==> config.mk <==
export PLATFORM = sky130hd
export DESIGN_NAME = bstl_top
export DESIGN_NICKNAME = d
export VERILOG_FILES = /design/src/shared/bstl_pkg.sv /design/src/hdl/bstl_tap_fsm.sv /design/src/hdl/bstl_top.sv
export SDC_FILE = /design/constraint.sdc
export NUM_CORES = 1
export LEC_CHECK = 0
export BUFFER_PORTS_ARGS = -buffer_cell sky130_fd_sc_hd__buf_2
export CAP_MARGIN = 25
export CORE_ASPECT_RATIO = 2
export CORE_MARGIN = 2
export CORE_UTILIZATION = 55
export CTS_BUF_LIST = sky130_fd_sc_hd__clkbuf_8
export DETAILED_ROUTE_END_ITERATION = 8
export PLACE_DENSITY = 0.77
export SYNTH_ARGS = -nofsm -noshare
export SYNTH_HDL_FRONTEND = slang
export SYNTH_SLANG_ARGS = --single-unit
export TNS_END_PERCENT = 20
==> constraint.sdc <==
create_clock -name mclk_i -period 4.86 [get_ports mclk_i]
set_clock_uncertainty 0.1 [all_clocks]
set_input_delay 0.972 -clock mclk_i [delete_from_list [all_inputs] [get_ports mclk_i]]
set_output_delay 0.972 -clock mclk_i [all_outputs]
set_load 0.02 [all_outputs]
==> src/shared/bstl_pkg.sv <==
/*
 * Shared definitions of the boundary-scan test logic: controller states,
 * instruction codes, boundary register layout and the pin carrier types.
 * Assumes one system clock that oversamples the test clock pin.
 */
`default_nettype none

package bstl_pkg;

    // ==========================================================
    // Controller states
    typedef enum logic [15:0] {
        ST_TEST_RESET = 16'h0001,
        ST_RUN_IDLE   = 16'h0002,
        ST_SEL_DR     = 16'h0004,
        ST_CAP_DR     = 16'h0008,
        ST_SHIFT_DR   = 16'h0010,
        ST_EXIT1_DR   = 16'h0020,
        ST_PAUSE_DR   = 16'h0040,
        ST_EXIT2_DR   = 16'h0080,
        ST_UPD_DR     = 16'h0100,
        ST_SEL_IR     = 16'h0200,
        ST_CAP_IR     = 16'h0400,
        ST_SHIFT_IR   = 16'h0800,
        ST_EXIT1_IR   = 16'h1000,
        ST_PAUSE_IR   = 16'h2000,
        ST_EXIT2_IR   = 16'h4000,
        ST_UPD_IR     = 16'h8000
    } bstl_state_t;

    // ==========================================================
    // Instructions
    localparam int unsigned IR_W = 3;
    typedef logic [IR_W-1:0] bstl_instr_t;

    localparam bstl_instr_t INS_EXTEST    = 3'h0;
    localparam bstl_instr_t INS_SAMPLE    = 3'h1;
    localparam bstl_instr_t INS_USER1     = 3'h2;
    localparam bstl_instr_t INS_USER2     = 3'h3;
    localparam bstl_instr_t INS_READBACK  = 3'h4;
    localparam bstl_instr_t INS_CONFIGURE = 3'h5;
    localparam bstl_instr_t INS_RESERVED  = 3'h6;
    localparam bstl_instr_t INS_BYPASS    = 3'h7;

    // Fixed pattern captured into the instruction shifter
    localparam bstl_instr_t IR_CAPTURE_VAL = 3'h1;
    localparam bstl_instr_t IR_RESET_VAL   = INS_BYPASS;

    // ==========================================================
    // Boundary register layout
    localparam int unsigned BSR_TDO_T_POS = 0;
    localparam int unsigned BSR_TDO_I_POS = 1;
    localparam int unsigned BSR_IOB_BASE  = 2;
    localparam int unsigned CELL_IN_OFS   = 0;
    localparam int unsigned CELL_OUT_OFS  = 1;
    localparam int unsigned CELL_OE_OFS   = 2;
    localparam int unsigned CELLS_PER_IOB = 3;
    localparam int unsigned BSR_SPECIAL_CNT = 3;

    localparam int unsigned DEF_IOBS     = 4;
    localparam int unsigned DEF_IN_PINS  = 1;
    localparam int unsigned DEF_OUT_PINS = 1;

    // ==========================================================
    // Carriers
    typedef struct packed {
        logic tck;
        logic tms;
        logic tdi;
    } bstl_tap_t;

    typedef struct packed {
        logic out;
        logic oe;
    } bstl_drive_t;

endpackage

`default_nettype wire

==> src/hdl/bstl_tap_fsm.sv <==
/*
 * Sixteen-state test-port controller, stepped on each sampled rising
 * test clock edge. Assumes rise_i and tms_i come from synchronised pins.
 */
`default_nettype none

module bstl_tap_fsm (
    // Clock and reset
    input  wire logic                 mclk_i,
    input  wire logic                 rst_i,
    // Stepping
    input  wire logic                 hold_reset_i,
    input  wire logic                 rise_i,
    input  wire logic                 tms_i,
    // State
    output bstl_pkg::bstl_state_t     state_o
);
    import bstl_pkg::*;

    bstl_state_t state_q;
    bstl_state_t state_d;

    // ==========================================================
    // Next state
    always_comb begin
        state_d = state_q;
        if (hold_reset_i) begin
            state_d = ST_TEST_RESET;
        end else if (rise_i) begin // [RULE22]
            unique case (state_q) // [RULE4]
                ST_TEST_RESET: state_d = tms_i ? ST_TEST_RESET : ST_RUN_IDLE;
                ST_RUN_IDLE:   state_d = tms_i ? ST_SEL_DR : ST_RUN_IDLE;
                ST_SEL_DR:     state_d = tms_i ? ST_SEL_IR : ST_CAP_DR;
                ST_CAP_DR:     state_d = tms_i ? ST_EXIT1_DR : ST_SHIFT_DR;
                ST_SHIFT_DR:   state_d = tms_i ? ST_EXIT1_DR : ST_SHIFT_DR;
                ST_EXIT1_DR:   state_d = tms_i ? ST_UPD_DR : ST_PAUSE_DR;
                ST_PAUSE_DR:   state_d = tms_i ? ST_EXIT2_DR : ST_PAUSE_DR;
                ST_EXIT2_DR:   state_d = tms_i ? ST_UPD_DR : ST_SHIFT_DR;
                ST_UPD_DR:     state_d = tms_i ? ST_SEL_DR : ST_RUN_IDLE;
                ST_SEL_IR:     state_d = tms_i ? ST_TEST_RESET : ST_CAP_IR;
                ST_CAP_IR:     state_d = tms_i ? ST_EXIT1_IR : ST_SHIFT_IR;
                ST_SHIFT_IR:   state_d = tms_i ? ST_EXIT1_IR : ST_SHIFT_IR;
                ST_EXIT1_IR:   state_d = tms_i ? ST_UPD_IR : ST_PAUSE_IR;
                ST_PAUSE_IR:   state_d = tms_i ? ST_EXIT2_IR : ST_PAUSE_IR;
                ST_EXIT2_IR:   state_d = tms_i ? ST_UPD_IR : ST_SHIFT_IR;
                ST_UPD_IR:     state_d = tms_i ? ST_SEL_DR : ST_RUN_IDLE;
                default:       state_d = ST_TEST_RESET;
            endcase
        end
    end

    // ==========================================================
    // State register
    always_ff @(posedge mclk_i) begin
        if (rst_i) begin
            state_q <= ST_TEST_RESET;
        end else begin
            state_q <= state_d;
        end
    end

    assign state_o = state_q;

endmodule

`default_nettype wire

==> src/hdl/bstl_top.sv <==
/*
 * Boundary-scan test logic: pin sync, registers, output and pin control.
 * Assumes tck is much slower than mclk_i (4+ cycles per half period)
 * and that user and configuration nets run on mclk_i.
 */
// Overview of operation
// [RULE1] Bypass, sample/preload and external test follow the standard.
// [RULE2] Scan enabled: three user pins become test inputs.
// [RULE3] No test reset pin; mode input held high resets.
// [RULE4] Sixteen-state controller, instruction and selected data registers.
// [RULE5] Capture loads the selected register; shift moves bits out and in.
// [RULE6] Update copies shifted bits to latches; waits allowed before.
// [RULE7] Each I/O block: three shift and three update cells.
// [RULE8] Other pins have only an input or an output cell.
// [RULE9] External-test capture samples every input pin.
// [RULE10] Bypass is one flip-flop retimed to the test clock.
// [RULE11] Two user select nets, decoded from the user instructions.
// [RULE12] A user instruction routes its return net to test data out.
// [RULE13] Data-register shift clock is an internal net.
// [RULE14] Idle net is NAND of test clock and run-idle.
// [RULE15] 000 external test drives pins; 001 sample keeps normal pins.
// [RULE16] 010, 011 user returns; 100 readback; pins stay normal.
// [RULE17] 101 configures: configuration serial out, pins disabled.
// [RULE18] 111 bypass, normal pins; 110 reserved, never loaded (the logic loads 110 like any code and treats it as bypass).
// [RULE19] Block cells ordered input, output, enable.
// [RULE20] Output enable and data at bits 0 and 1; special bit last.
// [RULE21] Program, configuration clock and done pins have no cells.
// [RULE22] Controller steps on rising test clock; output changes on falling.
`default_nettype none

module bstl_top #(
    parameter int unsigned N_IOB = bstl_pkg::DEF_IOBS,
    parameter int unsigned N_IN  = bstl_pkg::DEF_IN_PINS,
    parameter int unsigned N_OUT = bstl_pkg::DEF_OUT_PINS
) (
    // Clock and reset
    input  wire logic                      mclk_i,
    input  wire logic                      rst_i,
    // Scan option strap and the three shared pins
    input  wire logic                      bscan_en_i,
    input  wire bstl_pkg::bstl_tap_t       tap_pins_i,
    input  wire bstl_pkg::bstl_tap_t       core_shared_out_i,
    input  wire bstl_pkg::bstl_tap_t       core_shared_oe_i,
    output bstl_pkg::bstl_tap_t            shared_pin_out_o,
    output bstl_pkg::bstl_tap_t            shared_pin_oe_o,
    output bstl_pkg::bstl_tap_t            core_shared_in_o,
    // Test data out pin
    output logic                           tdo_o,
    output logic                           tdo_oe_o,
    // I/O block pins
    input  wire logic [N_IOB-1:0]          iob_pin_in_i,
    input  wire bstl_pkg::bstl_drive_t [N_IOB-1:0] core_iob_i,
    output bstl_pkg::bstl_drive_t [N_IOB-1:0]      iob_pin_o,
    output logic [N_IOB-1:0]               core_iob_in_o,
    // Input-only and output-only pins
    input  wire logic [N_IN-1:0]           inp_pin_i,
    output logic [N_IN-1:0]                core_inp_o,
    input  wire logic [N_OUT-1:0]          core_outp_i,
    output logic [N_OUT-1:0]               outp_pin_o,
    // User test logic nets
    output logic                           user_instr_one_select_o,
    output logic                           user_instr_two_select_o,
    input  wire logic                      user_one_serial_return_i,
    input  wire logic                      user_two_serial_return_i,
    output logic                           user_serial_in_o,
    output logic                           data_reg_shift_clock_o,
    output logic                           run_idle_gated_clock_o,
    // Configuration nets
    input  wire logic                      readback_data_i,
    input  wire logic                      config_serial_out_i,
    output logic                           readback_select_o,
    output logic                           config_select_o,
    // Special test latch
    output logic                           special_update_test_bit_o
);
    import bstl_pkg::*;

    localparam int unsigned IN_BASE  = BSR_IOB_BASE + CELLS_PER_IOB * N_IOB;
    localparam int unsigned OUT_BASE = IN_BASE + N_IN;
    localparam int unsigned BSR_LEN  = OUT_BASE + N_OUT + 1;
    localparam int unsigned UPD_POS  = BSR_LEN - 1;

    // ==========================================================
    // Parameter check
    if (N_IOB < 1 || N_IN < 1 || N_OUT < 1) begin : g_bad_params
        $error("bstl_top: pin counts must be at least one");
    end

    // ==========================================================
    // Decode helpers
    function automatic logic uses_bsr(input bstl_instr_t ins);
        return (ins == INS_EXTEST) || (ins == INS_SAMPLE); // [RULE1]
    endfunction

    function automatic logic pins_from_bsr(input bstl_instr_t ins);
        return ins == INS_EXTEST; // [RULE15]
    endfunction

    function automatic logic pins_off(input bstl_instr_t ins);
        return ins == INS_CONFIGURE; // [RULE17]
    endfunction

    // ==========================================================
    // Pin synchronisers
    bstl_tap_t          tap_s1_q;
    bstl_tap_t          tap_s2_q;
    logic               tck_s3_q;
    logic               en_s1_q;
    logic               en_s2_q;
    logic [N_IOB-1:0]   iob_s1_q;
    logic [N_IOB-1:0]   iob_s2_q;
    logic [N_IN-1:0]    inp_s1_q;
    logic [N_IN-1:0]    inp_s2_q;

    always_ff @(posedge mclk_i) begin
        if (rst_i) begin
            tap_s1_q <= '0;
            tap_s2_q <= '0;
            tck_s3_q <= 1'b0;
            en_s1_q  <= 1'b0;
            en_s2_q  <= 1'b0;
            iob_s1_q <= '0;
            iob_s2_q <= '0;
            inp_s1_q <= '0;
            inp_s2_q <= '0;
        end else begin
            tap_s1_q <= tap_pins_i;
            tap_s2_q <= tap_s1_q;
            tck_s3_q <= tap_s2_q.tck;
            en_s1_q  <= bscan_en_i;
            en_s2_q  <= en_s1_q;
            iob_s1_q <= iob_pin_in_i;
            iob_s2_q <= iob_s1_q;
            inp_s1_q <= inp_pin_i;
            inp_s2_q <= inp_s1_q;
        end
    end

    logic tck_rise;
    logic tck_fall;
    assign tck_rise = tap_s2_q.tck & ~tck_s3_q;
    assign tck_fall = ~tap_s2_q.tck & tck_s3_q;

    // ==========================================================
    // Controller
    bstl_state_t state;

    // With the option off the pins belong to the user and the
    // controller is parked; with it on, only the mode input can reset it.
    bstl_tap_fsm u_fsm (
        .mclk_i       (mclk_i),
        .rst_i        (rst_i),
        .hold_reset_i (~en_s2_q), // [RULE2] [RULE3]
        .rise_i       (tck_rise),
        .tms_i        (tap_s2_q.tms),
        .state_o      (state)
    );

    // ==========================================================
    // Shift registers and latches
    bstl_instr_t         ir_sr_q, ir_sr_d;
    bstl_instr_t         ir_q, ir_d;
    logic [BSR_LEN-1:0]  bsr_sr_q, bsr_sr_d;
    logic [BSR_LEN-1:0]  bsr_upd_q, bsr_upd_d;
    logic [BSR_LEN-1:0]  cap_vec;
    logic                byp_q, byp_d;
    logic                tdo_d;
    logic                tdo_oe_d;
    logic                tdi;

    assign tdi = tap_s2_q.tdi;

    // Capture vector; program, config clock and done have no cells
    assign cap_vec[BSR_TDO_T_POS] = 1'b0; // [RULE20] [RULE21]
    assign cap_vec[BSR_TDO_I_POS] = 1'b0; // [RULE20]
    assign cap_vec[UPD_POS]       = bsr_upd_q[UPD_POS]; // [RULE20]

    for (genvar k = 0; k < N_IOB; k++) begin : g_iob_cap
        localparam int unsigned P = BSR_IOB_BASE + CELLS_PER_IOB * k;
        // Under external test the out cells see what the latches drive
        assign cap_vec[P + CELL_IN_OFS] = iob_s2_q[k]; // [RULE7] [RULE9] [RULE19]
        assign cap_vec[P + CELL_OUT_OFS] = pins_from_bsr(ir_q) ?
            bsr_upd_q[P + CELL_OUT_OFS] : core_iob_i[k].out; // [RULE7] [RULE19]
        assign cap_vec[P + CELL_OE_OFS] = pins_from_bsr(ir_q) ?
            bsr_upd_q[P + CELL_OE_OFS] : core_iob_i[k].oe; // [RULE7] [RULE19]
    end

    for (genvar i = 0; i < N_IN; i++) begin : g_in_cap
        assign cap_vec[IN_BASE + i] = inp_s2_q[i]; // [RULE8] [RULE9]
    end

    for (genvar j = 0; j < N_OUT; j++) begin : g_out_cap
        assign cap_vec[OUT_BASE + j] = pins_from_bsr(ir_q) ?
            bsr_upd_q[OUT_BASE + j] : core_outp_i[j]; // [RULE8]
    end

    // Serial source for the test data output
    logic dr_src;
    always_comb begin
        unique case (ir_q)
            INS_EXTEST, INS_SAMPLE: dr_src = bsr_sr_q[0]; // [RULE15]
            INS_USER1:     dr_src = user_one_serial_return_i; // [RULE12] [RULE16]
            INS_USER2:     dr_src = user_two_serial_return_i; // [RULE12] [RULE16]
            INS_READBACK:  dr_src = readback_data_i; // [RULE16]
            INS_CONFIGURE: dr_src = config_serial_out_i; // [RULE17]
            INS_RESERVED, INS_BYPASS: dr_src = byp_q; // [RULE18]
        endcase
    end

    always_comb begin
        ir_sr_d   = ir_sr_q;
        ir_d      = ir_q;
        bsr_sr_d  = bsr_sr_q;
        bsr_upd_d = bsr_upd_q;
        byp_d     = byp_q;
        tdo_d     = tdo_o;
        tdo_oe_d  = tdo_oe_o;
        if (tck_rise) begin
            unique case (state)
                ST_CAP_IR:   ir_sr_d = IR_CAPTURE_VAL; // [RULE5]
                ST_SHIFT_IR: ir_sr_d = {tdi, ir_sr_q[IR_W-1:1]}; // [RULE5]
                ST_CAP_DR: begin
                    if (uses_bsr(ir_q)) begin
                        bsr_sr_d = cap_vec; // [RULE5] [RULE9]
                    end
                    byp_d = 1'b0; // [RULE10]
                end
                ST_SHIFT_DR: begin
                    if (uses_bsr(ir_q)) begin
                        bsr_sr_d = {tdi, bsr_sr_q[BSR_LEN-1:1]}; // [RULE5]
                    end
                    byp_d = tdi; // [RULE10]
                end
                default: ;
            endcase
        end
        // Falling edge: the state has already stepped on the rising one
        if (tck_fall) begin
            tdo_d    = (state == ST_SHIFT_IR) ? ir_sr_q[0] : dr_src; // [RULE22]
            tdo_oe_d = (state == ST_SHIFT_IR) || (state == ST_SHIFT_DR);
            if (state == ST_UPD_IR) begin
                ir_d = ir_sr_q; // [RULE6]
            end
            if (state == ST_UPD_DR && uses_bsr(ir_q)) begin
                bsr_upd_d = bsr_sr_q; // [RULE6] [RULE1]
            end
        end
        if (state == ST_TEST_RESET) begin
            ir_d     = IR_RESET_VAL; // [RULE3]
            tdo_oe_d = 1'b0;
        end
    end

    always_ff @(posedge mclk_i) begin
        if (rst_i) begin
            ir_sr_q   <= '0;
            ir_q      <= IR_RESET_VAL;
            bsr_sr_q  <= '0;
            bsr_upd_q <= '0;
            byp_q     <= 1'b0;
            tdo_o     <= 1'b0;
            tdo_oe_o  <= 1'b0;
        end else begin
            ir_sr_q   <= ir_sr_d;
            ir_q      <= ir_d;
            bsr_sr_q  <= bsr_sr_d;
            bsr_upd_q <= bsr_upd_d;
            byp_q     <= byp_d;
            tdo_o     <= tdo_d;
            tdo_oe_o  <= tdo_oe_d;
        end
    end

    // ==========================================================
    // Pin control
    bstl_drive_t [N_IOB-1:0] iob_d;
    logic [N_OUT-1:0]        outp_d;

    for (genvar k = 0; k < N_IOB; k++) begin : g_iob_drv
        localparam int unsigned P = BSR_IOB_BASE + CELLS_PER_IOB * k;
        assign iob_d[k] = pins_off(ir_q) ? '0 : // [RULE17]
            pins_from_bsr(ir_q) ?
            {bsr_upd_q[P + CELL_OUT_OFS], bsr_upd_q[P + CELL_OE_OFS]} : // [RULE15]
            core_iob_i[k]; // [RULE16] [RULE18]
    end

    for (genvar j = 0; j < N_OUT; j++) begin : g_out_drv
        assign outp_d[j] = pins_off(ir_q) ? 1'b0 :
            pins_from_bsr(ir_q) ? bsr_upd_q[OUT_BASE + j] : core_outp_i[j]; // [RULE15]
    end

    // ==========================================================
    // User, configuration and shared pin nets
    logic  sel1_d, sel2_d, rb_d, cfg_d, drck_d, idle_d;
    logic  state_cap_shift;

    assign state_cap_shift = (state == ST_CAP_DR) || (state == ST_SHIFT_DR);

    always_comb begin
        sel1_d = (ir_q == INS_USER1); // [RULE11]
        sel2_d = (ir_q == INS_USER2); // [RULE11]
        rb_d   = (ir_q == INS_READBACK);
        cfg_d  = (ir_q == INS_CONFIGURE);
        drck_d = tap_s2_q.tck & state_cap_shift; // [RULE13]
        idle_d = ~(tap_s2_q.tck & (state == ST_RUN_IDLE)); // [RULE14]
    end

    always_ff @(posedge mclk_i) begin
        if (rst_i) begin
            iob_pin_o                 <= '0;
            outp_pin_o                <= '0;
            core_iob_in_o             <= '0;
            core_inp_o                <= '0;
            shared_pin_out_o          <= '0;
            shared_pin_oe_o           <= '0;
            core_shared_in_o          <= '0;
            user_instr_one_select_o   <= 1'b0;
            user_instr_two_select_o   <= 1'b0;
            user_serial_in_o          <= 1'b0;
            data_reg_shift_clock_o    <= 1'b0;
            run_idle_gated_clock_o    <= 1'b1;
            readback_select_o         <= 1'b0;
            config_select_o           <= 1'b0;
            special_update_test_bit_o <= 1'b0;
        end else begin
            iob_pin_o                 <= iob_d;
            outp_pin_o                <= outp_d;
            core_iob_in_o             <= iob_s2_q;
            core_inp_o                <= inp_s2_q;
            // Dedicated test inputs are never driven while the option is on
            shared_pin_out_o          <= core_shared_out_i;
            shared_pin_oe_o           <= en_s2_q ? '0 : core_shared_oe_i; // [RULE2]
            core_shared_in_o          <= en_s2_q ? '0 : tap_s2_q; // [RULE2]
            user_instr_one_select_o   <= sel1_d;
            user_instr_two_select_o   <= sel2_d;
            user_serial_in_o          <= tdi;
            data_reg_shift_clock_o    <= drck_d;
            run_idle_gated_clock_o    <= idle_d;
            readback_select_o         <= rb_d;
            config_select_o           <= cfg_d;
            special_update_test_bit_o <= bsr_upd_q[UPD_POS]; // [RULE20]
        end
    end

endmodule

`default_nettype wire

Word level (Yosys, flattened, before mapping) --
Cells that the tools add are included. Widths: inputs -> output; s select.
Storage, ports and cells: register bits after elaboration 109, memories 0, input bits 30, output and inout bits 33, ROM bits 0, bits in latches 0, RAM bits 0
Cells by class: divide/modulo/power cells 0, add/subtract/negate cells 0, eq/ne operators 25, muxes and demuxes 33, magnitude comparators 0, reductions and logical operators 21, shift-type cells 0, multipliers 0, bitwise operators 8
Operators with widths (number):
- $pmux 16 s12 | 1
- $mux 17 | 2
- $pmux 17 s2 | 1
- $mux 16 | 2
- $mux 9 | 2
- $eq 16x1->1 const B | 1
- $eq 16x10->1 const B | 1
- $eq 16x11->1 const B | 1
- $eq 16x12->1 const B | 1
- $eq 16x13->1 const B | 1
- $eq 16x14->1 const B | 1
- $eq 16x15->1 const B | 1
- $eq 16x16->1 const B | 1
- $eq 16x2->1 const B | 1
- $eq 16x3->1 const B | 1
- $eq 16x4->1 const B | 1
- $eq 16x5->1 const B | 1
- $eq 16x6->1 const B | 1
- $eq 16x7->1 const B | 1
- $eq 16x8->1 const B | 1
- $eq 16x9->1 const B | 1
- $reduce_or 2->1 | 8
- $mux 15 | 1
- $mux 13 | 1
- 23 further kinds | 53

Longest topological paths before layout --
depth in word-level cells 4, gate-level depth with buffers 8, gate-level depth less buffers 5

By module --
A second synthesis with hierarchy kept.
Second synthesis, totals: cell total of the unflattened synthesis 477, area total of the unflattened synthesis 4360.4 µm²
By module, submodules not included:
- bstl_top | area each 3314.4 µm², sequential area each 1721.7 µm², cells each 338, instances 1
- bstl_tap_fsm | area each 1046.0 µm², sequential area each 320.3 µm², cells each 139, instances 1

Worst setup path after synthesis --
OpenSTA, ideal clock, no wires.
path kind flip-flop to flip-flop, start point register u_fsm.state_q[0] (netlist: u_fsm.state_o[0]), end point register bsr_upd_q[10], data arrival time 1.774 ns, buffers on the path 3, cell stages (with the launch flop) 8, setup slack 2.858 ns, data required time 4.632 ns, cell sequence dfxtp_1 buf_6 or4_1 buf_6 nor4_2 buf_4 mux2i_1 nor2_1
On the way: longest elaborated chain between the ends 3
Ends and longest elaborated chain:
- from (decl) | line bstl_tap_fsm.sv:20 | bstl_state_t state_q;
- from (signal assigned) | line bstl_tap_fsm.sv:58 | state_q <= state_d;
- $eq 16x9->1 | line bstl_top.sv:244 | if (state == ST_UPD_DR && uses_bsr(ir_q)) begin
- $logic_and 1x1->1 | line bstl_top.sv:244
- $reduce_and 2->1 (no source line)
- to (signal assigned) | line bstl_top.sv:267 | bsr_upd_q <= bsr_upd_d;
- to (decl) | line bstl_top.sv:164 | logic [BSR_LEN-1:0] bsr_upd_q, bsr_upd_d;
Every way passes these cells. A chain may end at the register's enable or synchronous reset.

Final worst setup path --
start point register u_fsm.state_q[4] (netlist: u_fsm.state_o[4]), end point register bsr_sr_q[6]
On the way: longest elaborated chain between the ends 3, elaborated cells on any way between the ends 7, classes of those cells eq/ne: 4; mux: 1; reduce/logical: 2
Ends and longest elaborated chain:
- $eq 16x5->1 / $eq 16x4->1 (equally long branches) | line bstl_top.sv:219 | unique case (state)
- $ne 2x2->1 (no source line) / $reduce_bool 2->1 (equally long branches)
- $reduce_and 4->1 (no source line)
- to (signal assigned) | line bstl_top.sv:266 | bsr_sr_q <= bsr_sr_d;
- to (decl) | line bstl_top.sv:163 | logic [BSR_LEN-1:0] bsr_sr_q, bsr_sr_d;
Several ways; a longest one is shown, not always the timed one.

==> results.sh <==
export IMPL_grt_ovfl_total=0
export IMPL_cts_hold_buf=0
export IMPL_die_height_um=128
export IMPL_cts_htree_levels=3
export IMPL_drc=0
export IMPL_synth_top_area_share_pct=48.5
export IMPL_ys_seq_elements=102
export IMPL_slew_headroom_pct=38.6
export IMPL_hpwl_mm=5.63
export IMPL_clk_path_buf_depth=2
export IMPL_antenna_found_initial=0
export IMPL_layout_drive_gt1_share_pct=18.2
export IMPL_num_rows=45
export IMPL_grt_max_degree=56
export IMPL_cts_tree="done"
export IMPL_synth_cell_area_mm2=0.00421
export IMPL_synth_area_per_cell_um2=9.30
export IMPL_drt_total_wl_mm=8.34
export IMPL_num_io_pins=63
export IMPL_start_util_pct=56.3
export IMPL_area_growth_pct=11.5
export IMPL_slew_violations=0
export IMPL_final_core_util_pct=62.7
export IMPL_first_pass_iters=4
export IMPL_start_kind="flop"
export IMPL_yosysWarnings=0
export IMPL_track_usage_pct=21.3
export IMPL_synthFlopType="dfxtp_1"
export IMPL_seqCellArea_mm2=0.00204
export IMPL_port_buffers=62
export IMPL_crit_arrival_ns=2.65
export IMPL_die_area_mm2=0.00842
export IMPL_finalPower_mw=1.47
export IMPL_critPathKind="flop to flop"
export IMPL_crit_chain="nor4b_1, nand4_2, mux2i_1, nand2_1, a21oi_1"
export IMPL_final_cells=594
export IMPL_status="finished, final reports clean"
export IMPL_clkTransAtPathRegs_ns=0.10
export IMPL_worstMarginPinSlew_ns=0.921
export IMPL_fill_cells=626
export IMPL_tns_ns=0
export IMPL_synth_edf_count=0
export IMPL_post_route_min_period_ns=2.45
export IMPL_synth_nets=483
export IMPL_wl_per_cell_um=14.0
export IMPL_multi_input_area_mm2=0.00195
export IMPL_fmax_mhz=407
export IMPL_synth_yosys_seq_area_share_pct=48.5
export IMPL_cts_root_buffer="clkbuf_8"
export IMPL_cts_num_sinks=102
export IMPL_required_ns=5.06
export IMPL_die_w_um=65.9
export IMPL_rsz0062_at_grt="false"
export IMPL_finalHoldViolCount=0
export IMPL_setup_viol=0
export IMPL_async_flop_share_pct=0
export IMPL_crit_fanout=15
export IMPL_worstHoldPathType="flop to flop"
export IMPL_vias=3235
export IMPL_yosysUniqueCellTypes=45
export IMPL_cap_violations=0
export IMPL_grt_first_pass_wirelength_mm=13.8
export IMPL_diodes=0
export IMPL_ctsResizeCount=0
export IMPL_slowest_stage="nand4_2"
export IMPL_leakage_nw=1.87
export IMPL_synth_area_top_cells="dfxtp_1 (48%), mux2i_1 (9.5%), nor2_1 (5.1%), nor2b_1 (4.9%), nand2_1 (3.2%)"
export IMPL_powerDensity_mw_per_mm2=312
export IMPL_ant_nets=0
export IMPL_place_gp_congestion=0.888
export IMPL_layout_common_cells="dfxtp_1 (102), buf_2 (62), nor2_1 (57)"
export IMPL_dpl_cell_count=578
export IMPL_slowest_delay_ns=0.63
export IMPL_drt_iter0_drc=170
export IMPL_core_mm2=0.00749
export IMPL_cp_end_kind="flop"
export IMPL_syn_inst=453
export IMPL_fin_crit_sh_pct=50.5
export IMPL_reg2reg_slack_ns=2.41
export IMPL_peakVddDrop_mv=0.263
export IMPL_synth_area_leader_cell="dfxtp_1"
export IMPL_post_cts_buffers=0
export IMPL_clk_latency_ns=0.37
export IMPL_layout_nets=525
export IMPL_layout_commonest_cell="dfxtp_1"
export IMPL_cts_buffers=9
export IMPL_vias_per_cell=5.45
export IMPL_grt_pass1_vias=2914
## synth_stat cells, types with 8 or more instances
master / count
inv_1: 12
nand2_1: 36
nand3_1: 8
dfxtp_1: 102
mux2i_1: 40
nor2b_1: 33
nor3_1: 10
nor2_1: 57
a21oi_1: 23
a211oi_1: 9
clkbuf_1: 17
nand2b_1: 9
nand4_1: 8
buf_2: 9
## registers in the layout (all words and copies together), names as in the netlist, 2 cells and up
signal	flops
iob_s2_q	4
tap_s1_q	3
iob_s1_q	4
shared_pin_out_o	3
core_iob_in_o	4
ir_sr_q	3
tap_s2_q	2
u_fsm.state_o	16
bsr_sr_q	17
shared_pin_oe_o	3
core_shared_in_o	3
iob_pin_o	8
ir_q	3
bsr_upd_q	10
## report_power, final
| group | total [mW] | leakage (nW) | switching [mW] | internal (mW) |
|---|---|---|---|---|
| logic | 0.0683 | 0.933 | 0.0407 | 0.0275 |
| registers | 0.857 | 0.830 | 0.00598 | 0.851 |
| clock network | 0.541 | 0.105 | 0.286 | 0.255 |
## layout make-up
type                            instances  area share, %
Clock inverter                          6           1.44
Tap cell                               94           2.50
Sequential cell                       102           43.5
Clock buffer                           10           2.93
Inverter                               12          0.959
Timing Repair Buffer                   65           7.09
Multi-Input combinational cell        305           41.6
## worst max-delay path, delay by kind of cell (launching register included)
kind             cells  cell delay, ns
AND/OR/NAND/NOR      3            1.14
flip-flops           1            0.58
multiplexers         1            0.39
AO/OA/AOI/OAI        1            0.18
## kinds of logic after synthesis
logic type	share of synthesized area, %
and+or+nand+nor	27.3
DFF	48.5
AOI/OAI and AO/OA	8.37
buffers and inverters	5.17
muxes	9.50
xor gates and xnor gates	1.25
## final timing paths
check / cells past startpoint / endpoint / startpoint
worst min-delay path: 1 / tdi$_SDFF_PP0_ / tap_s1_q[0]$_SDFF_PP0_
worst min register to register: 1 / tdi$_SDFF_PP0_ / tap_s1_q[0]$_SDFF_PP0_
worst max-delay path: 5 / bsr_sr_q[6]$_SDFFE_PP0P_ / u_fsm.state_o[4]$_SDFFE_PP0P_
worst max register to register: 5 / bsr_sr_q[6]$_SDFFE_PP0P_ / u_fsm.state_o[4]$_SDFFE_PP0P_
## stage by stage
stage	hold WS (ns)	setup slack, ns	cell area (um2)
after floorplan	0.314	2.86	4210
after global placement	0.316	2.17	4490
after detailed placement	0.328	2.15	4490
after CTS	0.351	2.39	4700
after global routing	0.365	2.29	4700
final	0.347	2.41	4700
## routing by layer
metal  GRT usage (%)  share of wire (%)  up-vias
li1                -                  -     1644
met1            27.8                 46     1479
met2            32.6                 46       97
met3            6.50                5.8       15
met4            8.58                2.0        0
met5               0                  0        -
Power figures use the tool's default switching activity.
